[src/verilog/timer_capture_ppg_filter_pkg.sv]
// Package: register map, field layouts, reset values and encodings of the timer channel
package timer_capture_ppg_filter_pkg;

    // ----------------------------------------------------------------
    // Register offsets (byte addresses on APB)
    // ----------------------------------------------------------------
    localparam logic [7:0] OFF_MODE     = 8'h00;
    localparam logic [7:0] OFF_CTRL     = 8'h04;
    localparam logic [7:0] OFF_STATUS   = 8'h08;
    localparam logic [7:0] OFF_A_LOW    = 8'h0c;
    localparam logic [7:0] OFF_A_HIGH   = 8'h10;
    localparam logic [7:0] OFF_B_LOW    = 8'h14;
    localparam logic [7:0] OFF_B_HIGH   = 8'h18;
    localparam logic [7:0] OFF_COUNTER  = 8'h1c;

    // ----------------------------------------------------------------
    // Field layouts; the member order fixes the bit positions
    // ----------------------------------------------------------------
    typedef struct packed {
        logic [2:0] source_clock_select;   // [7:5]
        logic       capture_edge_mode;     // [4]
        logic       trigger_edge_select;   // [3]
        logic [2:0] operation_mode_field;  // [2:0]
    } timer_mode_t;

    typedef struct packed {
        logic [1:0] noise_filter_interval; // [6:5]
        logic       double_buffer_enable;  // [4]
        logic       output_initial_level;  // [3]
        logic       oneshot_select;        // [2]
        logic       overflow_irq_enable;   // [1]
        logic       run_bit;               // [0]
    } timer_ctrl_t;

    // Status bits: [0] capture_flag_a, [1] capture_flag_b, [2] overflow_flag
    localparam int FLAG_CAP_A = 0;
    localparam int FLAG_CAP_B = 1;
    localparam int FLAG_OVF   = 2;

    // ----------------------------------------------------------------
    // Reset values and encodings
    // ----------------------------------------------------------------
    localparam logic [7:0]  MODE_RESET = 8'h00;
    localparam logic [6:0]  CTRL_RESET = 7'h00;
    localparam logic [15:0] DATA_RESET = 16'h0000;
    localparam logic [2:0]  OP_PULSE_WIDTH = 3'h6;
    localparam logic [2:0]  OP_PULSE_GEN   = 3'h3;
    localparam logic [1:0]  NF_OFF    = 2'h0;
    localparam logic [1:0]  NF_DIV2   = 2'h1;
    localparam logic [1:0]  NF_DIV4   = 2'h2;
    localparam logic [1:0]  NF_DIV256 = 2'h3;

    // Sampling interval masks on the gear-clock prescaler: 2, 4, 256 cycles
    localparam logic [10:0] NF_MASK_DIV2   = 11'h001;
    localparam logic [10:0] NF_MASK_DIV4   = 11'h003;
    localparam logic [10:0] NF_MASK_DIV256 = 11'h0ff;

    // Source clock divide masks: /2^11, /2^10, /2^8, /2^6, /2^4, /2^2, /2, /1
    function automatic logic [10:0] gear_mask(input logic [2:0] sel);
        case (sel)
            3'h0:    gear_mask = 11'h7ff;
            3'h1:    gear_mask = 11'h3ff;
            3'h2:    gear_mask = 11'h0ff;
            3'h3:    gear_mask = 11'h03f;
            3'h4:    gear_mask = 11'h00f;
            3'h5:    gear_mask = 11'h003;
            3'h6:    gear_mask = 11'h001;
            default: gear_mask = 11'h000;
        endcase
    endfunction

    typedef enum logic [1:0] {PW_WAIT, PW_HIGH, PW_AFTER} pw_state_t;

endpackage

[src/verilog/timer_capture_ppg_filter.sv]
// Top module: 16-bit capture / pulse generator timer channel with input noise filter
//
// Register access over APB and the placing of the registers are this design's own decisions.
`timescale 1ns/100ps
//
// Overview of operation
// - Operation mode 110 measures pulse widths on the filtered timer input.
// - Trigger edge select 0 starts on rising edge, 1 on falling.
// - Capture edge mode 0 is double-edge, 1 is single-edge capture.
// - Starting clears both capture registers; mode and overflow enable locked while running.
// - Start edge interrupts and counts; opposite edge captures B, flags, interrupts.
// - Double-edge: next start edge captures A, flags, interrupts, clears counter.
// - Single-edge: opposite edge stops and clears; next start edge restarts.
// - Overflow while capturing sets flag; interrupt only if overflow enable set.
// - Reading status clears both capture flags and the overflow flag.
// - An opposite edge seen first after start is ignored entirely.
// - Clearing run during measurement stops and zeroes the counter.
// - Mode 011 generates pulses: A is period, B first toggle; A > B.
// - Initial level bit sets idle output; B match drives the opposite.
// - A match restores level, interrupts; one-shot stops, continuous clears counter.
// - Output returns to initial level whenever run drops during generation.
// - One-shot select stays writable; 0 continues, 1 stops after current pulse.
// - Low byte goes to a temporary byte; high byte write commits both.
// - Double buffer: running writes load at A match; reads give last written.
// - Without double buffer writes act at once; passed values wait for wrap.
// - Filter changes level after three equal samples at 2, 4 or 256 cycles.
// - Filter field locked while running; low-frequency mode: 11 halves slow clock, 01/10 block.
module timer_capture_ppg_filter
    import timer_capture_ppg_filter_pkg::*;
#(
    parameter int LF_DIV = 6104
) (
    input  wire logic        SYS_CLK_IN,
    input  wire logic        RSTN_IN,
    input  wire logic        PSEL_IN,
    input  wire logic        PENABLE_IN,
    input  wire logic        PWRITE_IN,
    input  wire logic [7:0]  PADDR_IN,
    input  wire logic [31:0] PWDATA_IN,
    output logic      [31:0] PRDATA_OUT,
    output logic             PREADY_OUT,
    output logic             PSLVERR_OUT,
    input  wire logic        TIMER_IN,
    input  wire logic        LOW_FREQ_MODE_IN,
    output logic             PULSE_OUT,
    output logic             TIMER_IRQ_OUT
);

    // ----------------------------------------------------------------
    // State
    // ----------------------------------------------------------------
    typedef struct packed {
        logic [2:0]  sync;
        logic        lvl;
        logic [2:0]  smp;
        logic        filt;
        logic        filt_d;
        logic [10:0] pre;
        logic [15:0] lfc;
        logic        lft;
        logic [3:0]  lfpre;
        timer_mode_t mode;
        timer_ctrl_t ctrl;
        logic [2:0]  flags;
        logic [7:0]  tmp;
        logic [15:0] a_eff;
        logic [15:0] a_buf;
        logic [15:0] b_eff;
        logic [15:0] b_buf;
        logic [15:0] cnt;
        pw_state_t   pw;
        logic        pulse;
        logic        irq;
        logic        pready;
        logic        pslverr;
        logic [31:0] prdata;
    } state_t;

    state_t      s_reg;
    state_t      s_next;
    logic [2:0]  fset;
    logic        tick;
    logic        smp_tick;
    logic        start_e;
    logic        opp_e;
    logic        pwm_on;
    logic        ppg_on;
    logic        a_match;
    logic        wr;
    logic        rd_stat;
    logic        mapped;
    logic [31:0] rd_mux;
    logic [15:0] wv;
    logic [2:0]  nsmp;
    timer_ctrl_t wc;

    assign pwm_on  = s_reg.ctrl.run_bit && s_reg.mode.operation_mode_field == OP_PULSE_WIDTH;
    assign ppg_on  = s_reg.ctrl.run_bit && s_reg.mode.operation_mode_field == OP_PULSE_GEN;
    assign start_e = s_reg.filt != s_reg.filt_d &&
                     s_reg.filt == ~s_reg.mode.trigger_edge_select;
    assign opp_e   = s_reg.filt != s_reg.filt_d && !start_e;
    assign a_match = ppg_on && tick && s_reg.cnt == s_reg.a_eff;

    // ----------------------------------------------------------------
    // Register bus decode
    // ----------------------------------------------------------------
    always_comb begin
        mapped = 1'b1;
        rd_mux = 32'h0000_0000;
        case (PADDR_IN)
            OFF_MODE:    rd_mux = {24'h00_0000, s_reg.mode};
            OFF_CTRL:    rd_mux = {25'h000_0000, s_reg.ctrl};
            OFF_STATUS:  rd_mux = {29'h0000_0000, s_reg.flags};
            OFF_A_LOW:   rd_mux = {16'h0000, s_reg.a_buf};
            OFF_A_HIGH:  rd_mux = {24'h00_0000, s_reg.a_buf[15:8]};
            OFF_B_LOW:   rd_mux = {16'h0000, s_reg.b_buf};
            OFF_B_HIGH:  rd_mux = {24'h00_0000, s_reg.b_buf[15:8]};
            OFF_COUNTER: rd_mux = {16'h0000, s_reg.cnt};
            default:     mapped = 1'b0;
        endcase
    end

    assign wr      = PSEL_IN && PENABLE_IN && s_reg.pready && PWRITE_IN && mapped;
    assign rd_stat = PSEL_IN && PENABLE_IN && s_reg.pready && !PWRITE_IN &&
                     PADDR_IN == OFF_STATUS;

    // ----------------------------------------------------------------
    // Next-state logic
    // ----------------------------------------------------------------
    always_comb begin
        s_next = s_reg;
        fset   = 3'h0;
        tick   = 1'b0;
        smp_tick = 1'b0;
        wv     = {PWDATA_IN[7:0], s_reg.tmp};
        wc     = timer_ctrl_t'(PWDATA_IN[6:0]);
        nsmp   = {s_reg.smp[1:0], s_reg.lvl};

        // Input synchroniser: level taken only once stages two and three agree
        s_next.sync = {s_reg.sync[1:0], TIMER_IN};
        if (s_reg.sync[1] == s_reg.sync[2]) begin
            s_next.lvl = s_reg.sync[2];
        end

        // Gear prescaler and low-frequency clock model
        s_next.pre = s_reg.pre + 11'h001;
        s_next.lft = s_reg.lfc == 16'(LF_DIV - 1);
        s_next.lfc = s_next.lft ? 16'h0000 : s_reg.lfc + 16'h0001;
        if (s_reg.lft) begin
            s_next.lfpre = s_reg.lfpre + 4'h1;
        end
        if (!LOW_FREQ_MODE_IN) begin
            tick = (s_reg.pre & gear_mask(s_reg.mode.source_clock_select)) ==
                   gear_mask(s_reg.mode.source_clock_select);
        end else begin
            case (s_reg.mode.source_clock_select)
                3'h0:    tick = s_reg.lft && s_reg.lfpre == 4'hf;
                3'h1:    tick = s_reg.lft && s_reg.lfpre[2:0] == 3'h7;
                3'h7:    tick = s_reg.lft && s_reg.lfpre[1:0] == 2'h3;
                default: tick = 1'b0;
            endcase
        end

        // Noise filter; runs regardless of the run bit
        case (s_reg.ctrl.noise_filter_interval)
            NF_DIV2:   smp_tick = !LOW_FREQ_MODE_IN && (s_reg.pre & NF_MASK_DIV2) == NF_MASK_DIV2;
            NF_DIV4:   smp_tick = !LOW_FREQ_MODE_IN && (s_reg.pre & NF_MASK_DIV4) == NF_MASK_DIV4;
            NF_DIV256: smp_tick = LOW_FREQ_MODE_IN ? s_reg.lft && s_reg.lfpre[0] :
                                  (s_reg.pre & NF_MASK_DIV256) == NF_MASK_DIV256;
            default:   smp_tick = 1'b0;
        endcase
        if (s_reg.ctrl.noise_filter_interval == NF_OFF) begin
            s_next.filt = s_reg.lvl;
        end else if (smp_tick) begin
            s_next.smp = nsmp;
            if (nsmp == 3'h7 || nsmp == 3'h0) begin
                s_next.filt = nsmp[0];
            end
        end
        s_next.filt_d = s_reg.filt;
        s_next.irq    = 1'b0;

        // Pulse width measurement
        if (pwm_on) begin
            if (s_reg.pw != PW_WAIT && tick) begin
                s_next.cnt = s_reg.cnt + 16'h0001;
                if (s_reg.cnt == 16'hffff) begin
                    fset[FLAG_OVF] = 1'b1;
                    s_next.irq = s_reg.ctrl.overflow_irq_enable;
                end
            end
            if (start_e) begin
                case (s_reg.pw)
                    PW_WAIT: begin
                        s_next.irq = 1'b1;
                        s_next.pw  = PW_HIGH;
                    end
                    PW_AFTER: begin
                        s_next.a_eff = s_reg.cnt;
                        s_next.a_buf = s_reg.cnt;
                        fset[FLAG_CAP_A] = 1'b1;
                        s_next.irq = 1'b1;
                        s_next.cnt = DATA_RESET;
                        s_next.pw  = PW_HIGH;
                    end
                    default: ;
                endcase
            end else if (opp_e && s_reg.pw == PW_HIGH) begin
                s_next.b_eff = s_reg.cnt;
                s_next.b_buf = s_reg.cnt;
                fset[FLAG_CAP_B] = 1'b1;
                s_next.irq = 1'b1;
                if (s_reg.mode.capture_edge_mode) begin
                    s_next.cnt = DATA_RESET;
                    s_next.pw  = PW_WAIT;
                end else begin
                    s_next.pw  = PW_AFTER;
                end
            end
        end

        // Pulse generation
        if (!ppg_on) begin
            s_next.pulse = s_reg.ctrl.output_initial_level;
        end else if (tick) begin
            if (a_match) begin
                s_next.pulse = s_reg.ctrl.output_initial_level;
                s_next.irq   = 1'b1;
                s_next.cnt   = DATA_RESET;
                if (s_reg.ctrl.double_buffer_enable) begin
                    s_next.a_eff = s_reg.a_buf;
                    s_next.b_eff = s_reg.b_buf;
                end
                if (s_reg.ctrl.oneshot_select) begin
                    s_next.ctrl.run_bit = 1'b0;
                end
            end else begin
                // Plain wrap: a compare value already passed waits a full roll
                s_next.cnt = s_reg.cnt + 16'h0001;
                if (s_reg.cnt == s_reg.b_eff) begin
                    s_next.pulse = ~s_reg.ctrl.output_initial_level;
                end
            end
        end

        // Register writes
        if (wr) begin
            case (PADDR_IN)
                OFF_MODE: begin
                    if (!s_reg.ctrl.run_bit) begin
                        s_next.mode = timer_mode_t'(PWDATA_IN[7:0]);
                    end
                end
                OFF_CTRL: begin
                    s_next.ctrl.run_bit = wc.run_bit;
                    s_next.ctrl.oneshot_select = wc.oneshot_select;
                    s_next.ctrl.double_buffer_enable = wc.double_buffer_enable;
                    if (!s_reg.ctrl.run_bit) begin
                        s_next.ctrl.overflow_irq_enable = wc.overflow_irq_enable;
                        s_next.ctrl.output_initial_level = wc.output_initial_level;
                        s_next.ctrl.noise_filter_interval = wc.noise_filter_interval;
                    end
                    if (wc.run_bit != s_reg.ctrl.run_bit) begin
                        s_next.cnt = DATA_RESET;
                        s_next.pw  = PW_WAIT;
                    end
                    if (wc.run_bit && !s_reg.ctrl.run_bit &&
                        s_reg.mode.operation_mode_field == OP_PULSE_WIDTH) begin
                        s_next.a_eff = DATA_RESET;
                        s_next.a_buf = DATA_RESET;
                        s_next.b_eff = DATA_RESET;
                        s_next.b_buf = DATA_RESET;
                    end
                end
                OFF_A_LOW, OFF_B_LOW: s_next.tmp = PWDATA_IN[7:0];
                OFF_A_HIGH: begin
                    s_next.a_buf = wv;
                    if (!(s_reg.ctrl.run_bit && s_reg.ctrl.double_buffer_enable)) begin
                        s_next.a_eff = wv;
                    end
                end
                OFF_B_HIGH: begin
                    s_next.b_buf = wv;
                    if (!(s_reg.ctrl.run_bit && s_reg.ctrl.double_buffer_enable)) begin
                        s_next.b_eff = wv;
                    end
                end
                default: ;
            endcase
        end

        // Status flags: a new event outranks the read that clears
        s_next.flags = (s_reg.flags & ~{3{rd_stat}}) | fset;

        // APB: one wait state so that every answer leaves a flip-flop
        s_next.pready  = PSEL_IN && PENABLE_IN && !s_reg.pready;
        s_next.pslverr = PSEL_IN && PENABLE_IN && !s_reg.pready && !mapped;
        if (PSEL_IN && PENABLE_IN && !s_reg.pready) begin
            s_next.prdata = PWRITE_IN ? 32'h0000_0000 : rd_mux;
        end
    end

    always_ff @(posedge SYS_CLK_IN) begin
        if (!RSTN_IN) begin
            s_reg      <= '0;
            s_reg.mode <= timer_mode_t'(MODE_RESET);
            s_reg.ctrl <= timer_ctrl_t'(CTRL_RESET);
            s_reg.pw   <= PW_WAIT;
        end else begin
            s_reg <= s_next;
        end
    end

    assign PRDATA_OUT    = s_reg.prdata;
    assign PREADY_OUT    = s_reg.pready;
    assign PSLVERR_OUT   = s_reg.pslverr;
    assign PULSE_OUT     = s_reg.pulse;
    assign TIMER_IRQ_OUT = s_reg.irq;
endmodule

[config.mk]
export PLATFORM = sky130hd
export DESIGN_NAME = timer_capture_ppg_filter
export DESIGN_NICKNAME = d
export VERILOG_FILES = /design/src/verilog/timer_capture_ppg_filter_pkg.sv /design/src/verilog/timer_capture_ppg_filter.sv
export SDC_FILE = /design/constraint.sdc
export NUM_CORES = 1
export LEC_CHECK = 0
export BUFFER_PORTS_ARGS = -buffer_cell sky130_fd_sc_hd__buf_2
export CORE_UTILIZATION = 55
export DETAILED_ROUTE_END_ITERATION = 10
export PLACE_DENSITY = 0.72
export SYNTH_ARGS = -nofsm -noshare
export SYNTH_HDL_FRONTEND = slang
export SYNTH_SLANG_ARGS = --single-unit
[constraint.sdc]
create_clock -name SYS_CLK_IN -period 3.2 [get_ports SYS_CLK_IN]
set_input_delay 0.64 -clock SYS_CLK_IN [delete_from_list [all_inputs] [get_ports SYS_CLK_IN]]
set_output_delay 0.64 -clock SYS_CLK_IN [all_outputs]
set_load 0.05 [all_outputs]
; ---- After elaboration in Yosys (flattened, before gate mapping)
; Cells that the tools add are included.
[word_totals]
register_bits = 184
input_bits = 47
[op_classes]
addsub = 4
n_eq_ne = 38
muxes = 68
n_bitwise = 9
reduce_logical = 51
[op_table]
columns = operator, count
row1 = $mux W16, 17
row2 = $mux W82, 2
row3 = $mux W32, 4
row4 = $pmux W16 S8, 1
row5 = $pmux W32 S2, 2
row6 = $pmux W11 S7, 1
row7 = $mux W64, 1
row8 = $mux W18, 3
row9 = $mux W50, 1
row10 = $add A16 B1 Y16 const B, 2
row11 = $eq A16 B16 Y1, 2
row12 = $eq A8 B5 Y1 const B, 4
row13 = $mux W1, 29
row14 = $logic_and A1 B1 Y1, 25
row15 = $eq A3 B3 Y1 const B, 7
row16 = $eq A16 B13 Y1 const B, 1
row17 = $eq A16 B16 Y1 const B, 1
row18 = $eq A8 B4 Y1 const B, 2
row19 = $add A11 B1 Y11 const B, 1
row20 = $and A11 B11 Y11, 1
row21 = $eq A11 B11 Y1, 1
row22 = $mux W11, 1
row23 = $eq A2 B2 Y1 const B, 5
row24 = $reduce_and A2 Y1, 5
row25 = 27 further kinds, 51

; ---- Logic depth before layout (Yosys ltp)
[logic_depth]
ltp_word = 20
depth_mapped = 9
ltp_nobuf = 8

; ---- Worst setup path before layout
; No wires, ideal clock.
[synth_timing]
kind = input -> register
start = input port PADDR_IN[6]
end = register s_reg[100] in the netlist's numbering
setup_ps = 128
arrival_ps = 2340
t_required_ps = 3072
slack_ps = 732
cell_stages = 8
n_path_buf = 2
path_cell_list = or4_4 buf_6 or3_4 a211oi_4 buf_2 nor2_1 a21oi_1 nor2_1
[synth_between]
elab_chain_len = 5
elab_cells_between_ends = 13
cone_classes = eq/ne (7) / mux (3) / reduce/logical (3)
[synth_lines]
columns = element, line_no
row1 = start: declaration, timer_capture_ppg_filter.sv:38  ; input wire logic [7:0] PADDR_IN,
row2 = $eq A8 B4 Y1 (tied with other cells), timer_capture_ppg_filter.sv:110  ; case (PADDR_IN)
row3 = $reduce_or A8 Y1 (no line), n/a
row4 = $mux W1, timer_capture_ppg_filter.sv:110
row5 = $logic_and A1 B1 Y1, timer_capture_ppg_filter.sv:123  ; assign wr = PSEL_IN && PENABLE_IN && s_reg.pready && PWRITE_IN && mapped;
row6 = $mux W82 *, timer_capture_ppg_filter.sv:247  ; if (wr) begin
row7 = end signal: assignment, timer_capture_ppg_filter.sv:310  ; s_reg <= s_next;
row8 = end: declaration, timer_capture_ppg_filter.sv:79  ; state_t s_reg;
; Every way passes the cells marked *; elsewhere a longest branch is shown, timed or not.
; A chain may end at the register's enable or synchronous reset.

; ---- Final worst setup path
[layout_timing]
start = register s_reg[144] in the netlist's numbering
end = register s_reg[111] in the netlist's numbering
[layout_between]
elab_chain_len = 12
elab_cells_between_ends = 17
cone_classes = eq/ne (3) / mux (9) / reduce/logical (5)
[layout_lines]
columns = element, line_no
row1 = $eq A4 B4 Y1 (tied with other cells), timer_capture_ppg_filter.sv:157  ; 3'h0: tick = s_reg.lft && s_reg.lfpre == 4'hf;
row2 = "$logic_and A1 B1 Y1, on equally long branches", "timer_capture_ppg_filter.sv:157, timer_capture_ppg_filter.sv:158, timer_capture_ppg_filter.sv:159"
row3 = $pmux W1 S3 *, timer_capture_ppg_filter.sv:156  ; case (s_reg.mode.source_clock_select)
row4 = $mux W1 *, timer_capture_ppg_filter.sv:152  ; if (!LOW_FREQ_MODE_IN) begin
row5 = $logic_and A1 B1 Y1 (2 in a row), timer_capture_ppg_filter.sv:102  ; assign a_match = ppg_on && tick && s_reg.cnt == s_reg.a_eff;
row6 = $mux W16, timer_capture_ppg_filter.sv:226  ; if (a_match) begin
row7 = $mux W16 *, timer_capture_ppg_filter.sv:225  ; end else if (tick) begin
row8 = $mux W16 *, timer_capture_ppg_filter.sv:223  ; if (!ppg_on) begin
row9 = $mux W16 / $mux W64 (equally long branches), "timer_capture_ppg_filter.sv:278, timer_capture_ppg_filter.sv:267"
row10 = $pmux W32 S2, timer_capture_ppg_filter.sv:248  ; case (PADDR_IN)
row11 = $mux W82 *, timer_capture_ppg_filter.sv:247
; Marked as above.

==> impl_metrics.toml <==
[route]
topRoutingLayerUsed = "met4"
drc_errors = 0
drt_iter0_drc = 867
vias = 8499
via_per_inst = 6.159
ant_nets = 0
dr_wl_met2_um = 11860
routed-wl-met3_um = 2448
wl_met1_um = 11700
wl_per_cell_um = 19.71
drt_first_pass_iters = 6
totalWireLength_um = 27200

[global_routing]
gr-total-overflow = 0
track_usage = 0.3091
grt_start_max_net_pins = 80
grt_pass1_vias = 7799
antenna_found_initial = 0
grt_pass1_wl_um = 42890

[synth]
seq_area_frac_synth = 0.3500
yosys_most_used_dff = "dfxtp_1"
synthArstFlopShare = 0
synth-seq-cells = 168
synth-edff-count = 0
synthDistinctLibCells = 71
synth.avg_cell_area_um2 = 8.408
syn_inst = 1143
synthesis.area_um2 = 9610
ys.warnings.count = 0

[clocking]
postCtsHoldBufs = 0
cts_sinks = 168
numCtsBuffers = 17
clk_latency_ps = 440
clk_pin_slew_ps = 70
cts_buffer_depth = 2
tritoncts = "yes"
clockRootBuffer = "clkbuf_16"
h-tree-depth = 4
cts_setup_buffers = 0
cts_resized = 0

[critical_path]
path_cells = "ha_1 -> ha_1 -> nor3b_1 -> o21ai_0 -> a21oi_1 -> buf_4 -> o2111ai_4 -> buf_4 -> mux2i_1 -> a21oi_1"
start_kind = "flop"
cp_top_family = "buffers and inverters"
max_stage_delay_ps = 540
critical_path_arrival_ps = 3000
critPathCaptureType = "flop"
crit_fanout = 32
path_class = "flop to flop"
cp_slowest_cell = "buf_4"
crit_required_ps = 3520
worst-path-buf-inv = 2
regToRegSetupSlack_ps = 520

[sta]
period_minus_slack_ps = 2681
tightest_slew_ps = 834.6
period_share = 0.8378
slew_headroom = 0.4435
skew_ps = 7.391
hold_viol = 0
drv_slew = 0
fmax_mhz = 373.0
tns_ps = 0
rsz0062_at_grt = "false"
setup_viol_count_final = 0

[layout]
largest_reg_flops = 142
drive_above_1_share = 0.1707
nets = 1203
diodes = 0
design_area_um2 = 10540
area_growth_pct = 9.647

[placement]
dpl.hpwl_um = 18500
io_buffers = 42
gp_congestion = 0.9265
placed_cell_area_um2 = 9877

[hold_path]
hold_class = "primary input to flop"

[floorplanning]
fp.coreArea_um2 = 16820
die_x_um = 134.2
die-area_um2 = 18010
start_util = 0.5714
ios = 83
fp-row-count = 47
die_y_um = 134.2

[outcome]
outcome = "completed"

[power_and_ir_drop]
p_int_w = 0.003580
switchingPower_w = 0.001109
comb_power_share = 0.053
swShare = 0.2366
power_density_nw_per_um2 = 445.0
leakage_nw = 4.247
pwr-share-clk = 0.496
pwr-share-seq = 0.452
ir_drop_v = 0.0003071

[run]
cap_violations = 0
[worst register-to-register path, cell delays in order (launching register included)]
cell       delay, ps
dfxtp_1          350
ha_1             250
ha_1             180
nor3b_1          130
o21ai_0          200
a21oi_1          130
buf_4            200
o2111ai_4        180
buf_4            540
mux2i_1          320
a21oi_1           90
[synthesized netlist by cell type (all sizes together) (4+ instances only)]
| cell type | count | share of area |
|---|---|---|
| a211oi | 6 | 0.0060 |
| a21oi | 72 | 0.037 |
| a221oi | 4 | 0.0036 |
| a22oi | 26 | 0.020 |
| a31oi | 4 | 0.0026 |
| and2 | 13 | 0.0085 |
| and3 | 7 | 0.0046 |
| buf | 75 | 0.051 |
| clkbuf | 37 | 0.014 |
| dfxtp | 168 | 0.35 |
| ha | 9 | 0.012 |
| inv | 15 | 0.0059 |
| mux2 | 52 | 0.061 |
| mux2i | 82 | 0.085 |
| mux4 | 7 | 0.016 |
| nand2 | 97 | 0.038 |
| nand2b | 9 | 0.0059 |
| nand3 | 25 | 0.013 |
| nand3b | 4 | 0.0031 |
| nand4 | 19 | 0.012 |
| nor2 | 182 | 0.071 |
| nor2b | 14 | 0.0091 |
| nor3 | 11 | 0.0068 |
| nor3b | 4 | 0.0036 |
| nor4 | 12 | 0.014 |
| o211ai | 5 | 0.0039 |
| o21ai | 71 | 0.038 |
| o31ai | 5 | 0.0039 |
| or2 | 5 | 0.0033 |
| or3 | 10 | 0.0070 |
| or4 | 4 | 0.0035 |
| xnor2 | 20 | 0.018 |
| xor2 | 40 | 0.036 |
[power groups by stage]
| stage | sequential, W | clock (W) | combinational (W) |
|---|---|---|---|
| after floorplan | 0.00216 | 0 | 0.000183 |
| after global placement | 0.00216 | 0 | 0.000242 |
| after detailed placement | 0.00216 | 0 | 0.000244 |
| after CTS | 0.00212 | 0.00233 | 0.000244 |
| after global routing | 0.00212 | 0.00243 | 0.000263 |
| final | 0.00212 | 0.00232 | 0.000247 |
[area by class of cell]
cell class,instances,area (µm²)
Fill cell,1429,6281
Multi-Input combinational cell,863,5634
Sequential cell,168,3363
Timing Repair Buffer,82,548.0
Clock buffer,19,442.9
Tap cell,220,275.3
Clock inverter,13,217.7
Inverter,15,56.30
[final timing paths]
check / depth (start not counted) / from / endpoint
setup reg to reg: 10 / s_reg[144] / s_reg[111]
hold reg to reg: 1 / s_next[183] / s_next[184]
setup / recovery: 10 / s_reg[144] / s_reg[111]
hold / removal: 2 / TIMER_IN / s_next[183]
[cell families after synthesis]
| logic type | Yosys count | share of synthesized area |
|---|---|---|
| and+or+nand+nor | 422 | 0.2091 |
| AOI/OAI and AO/OA | 215 | 0.1400 |
| DFF | 168 | 0.3500 |
| muxes | 141 | 0.1627 |
| buffers and inverters | 127 | 0.07147 |
| xor gates and xnor gates | 60 | 0.05468 |
| adders and majority gates | 9 | 0.01172 |
| other | 1 | 0.0003902 |
[stage by stage]
stage / setup WS (ps) / utilization / instances / total power (W) / hold slack [ps]
floorplan: 731.9 / - / 1158 / 0.002344 / 411.9
global placement: 413.1 / 0.5873 / 1348 / 0.002406 / 413.2
detailed placement: 391.0 / 0.5873 / 1348 / 0.002409 / 426.7
CTS: 560.7 / 0.6265 / 1380 / 0.004692 / 406.6
global route: 386.4 / 0.6265 / 1380 / 0.004807 / 409.4
finish: 519.0 / 0.6265 / 1380 / 0.004689 / 411.4
[layer usage]
metal  GRT usage  vias to the layer above
met5           0                        -
met4      0.1542                        0
met3     0.06387                       86
met2      0.4634                      443
met1      0.4211                     4002
li1            -                     3968
[layout by cell type (no fill, tap or decap), types with 4 or more instances in the layout]
master,netlist,layout
nand4_1,19,19
mux2i_1,82,82
nand2b_1,9,9
xnor2_1,20,20
nand2_1,97,97
nor4_2,4,4
o211ai_1,5,5
ha_1,9,9
clkinv_4,0,4
buf_4,34,37
a22oi_1,26,26
dfxtp_1,168,168
buf_2,33,42
a21oi_1,72,72
a221oi_1,4,4
clkbuf_16,0,17
o31ai_1,5,5
o21ai_1,14,14
nor3_1,9,9
nor4_1,6,6
nor2b_1,14,14
conb_1,1,16
mux2_2,52,52
nand3_1,25,25
a211oi_1,5,5
and3_1,7,7
nand3b_1,4,4
mux4_2,7,7
a31oi_1,4,4
xor2_1,40,40
nor2_1,181,181
and2_1,13,13
o21ai_0,55,55
or3_1,9,9
inv_1,14,14
bufinv_16,0,5
or2_2,5,5
No activity file was read; power rests on OpenSTA's default activity.
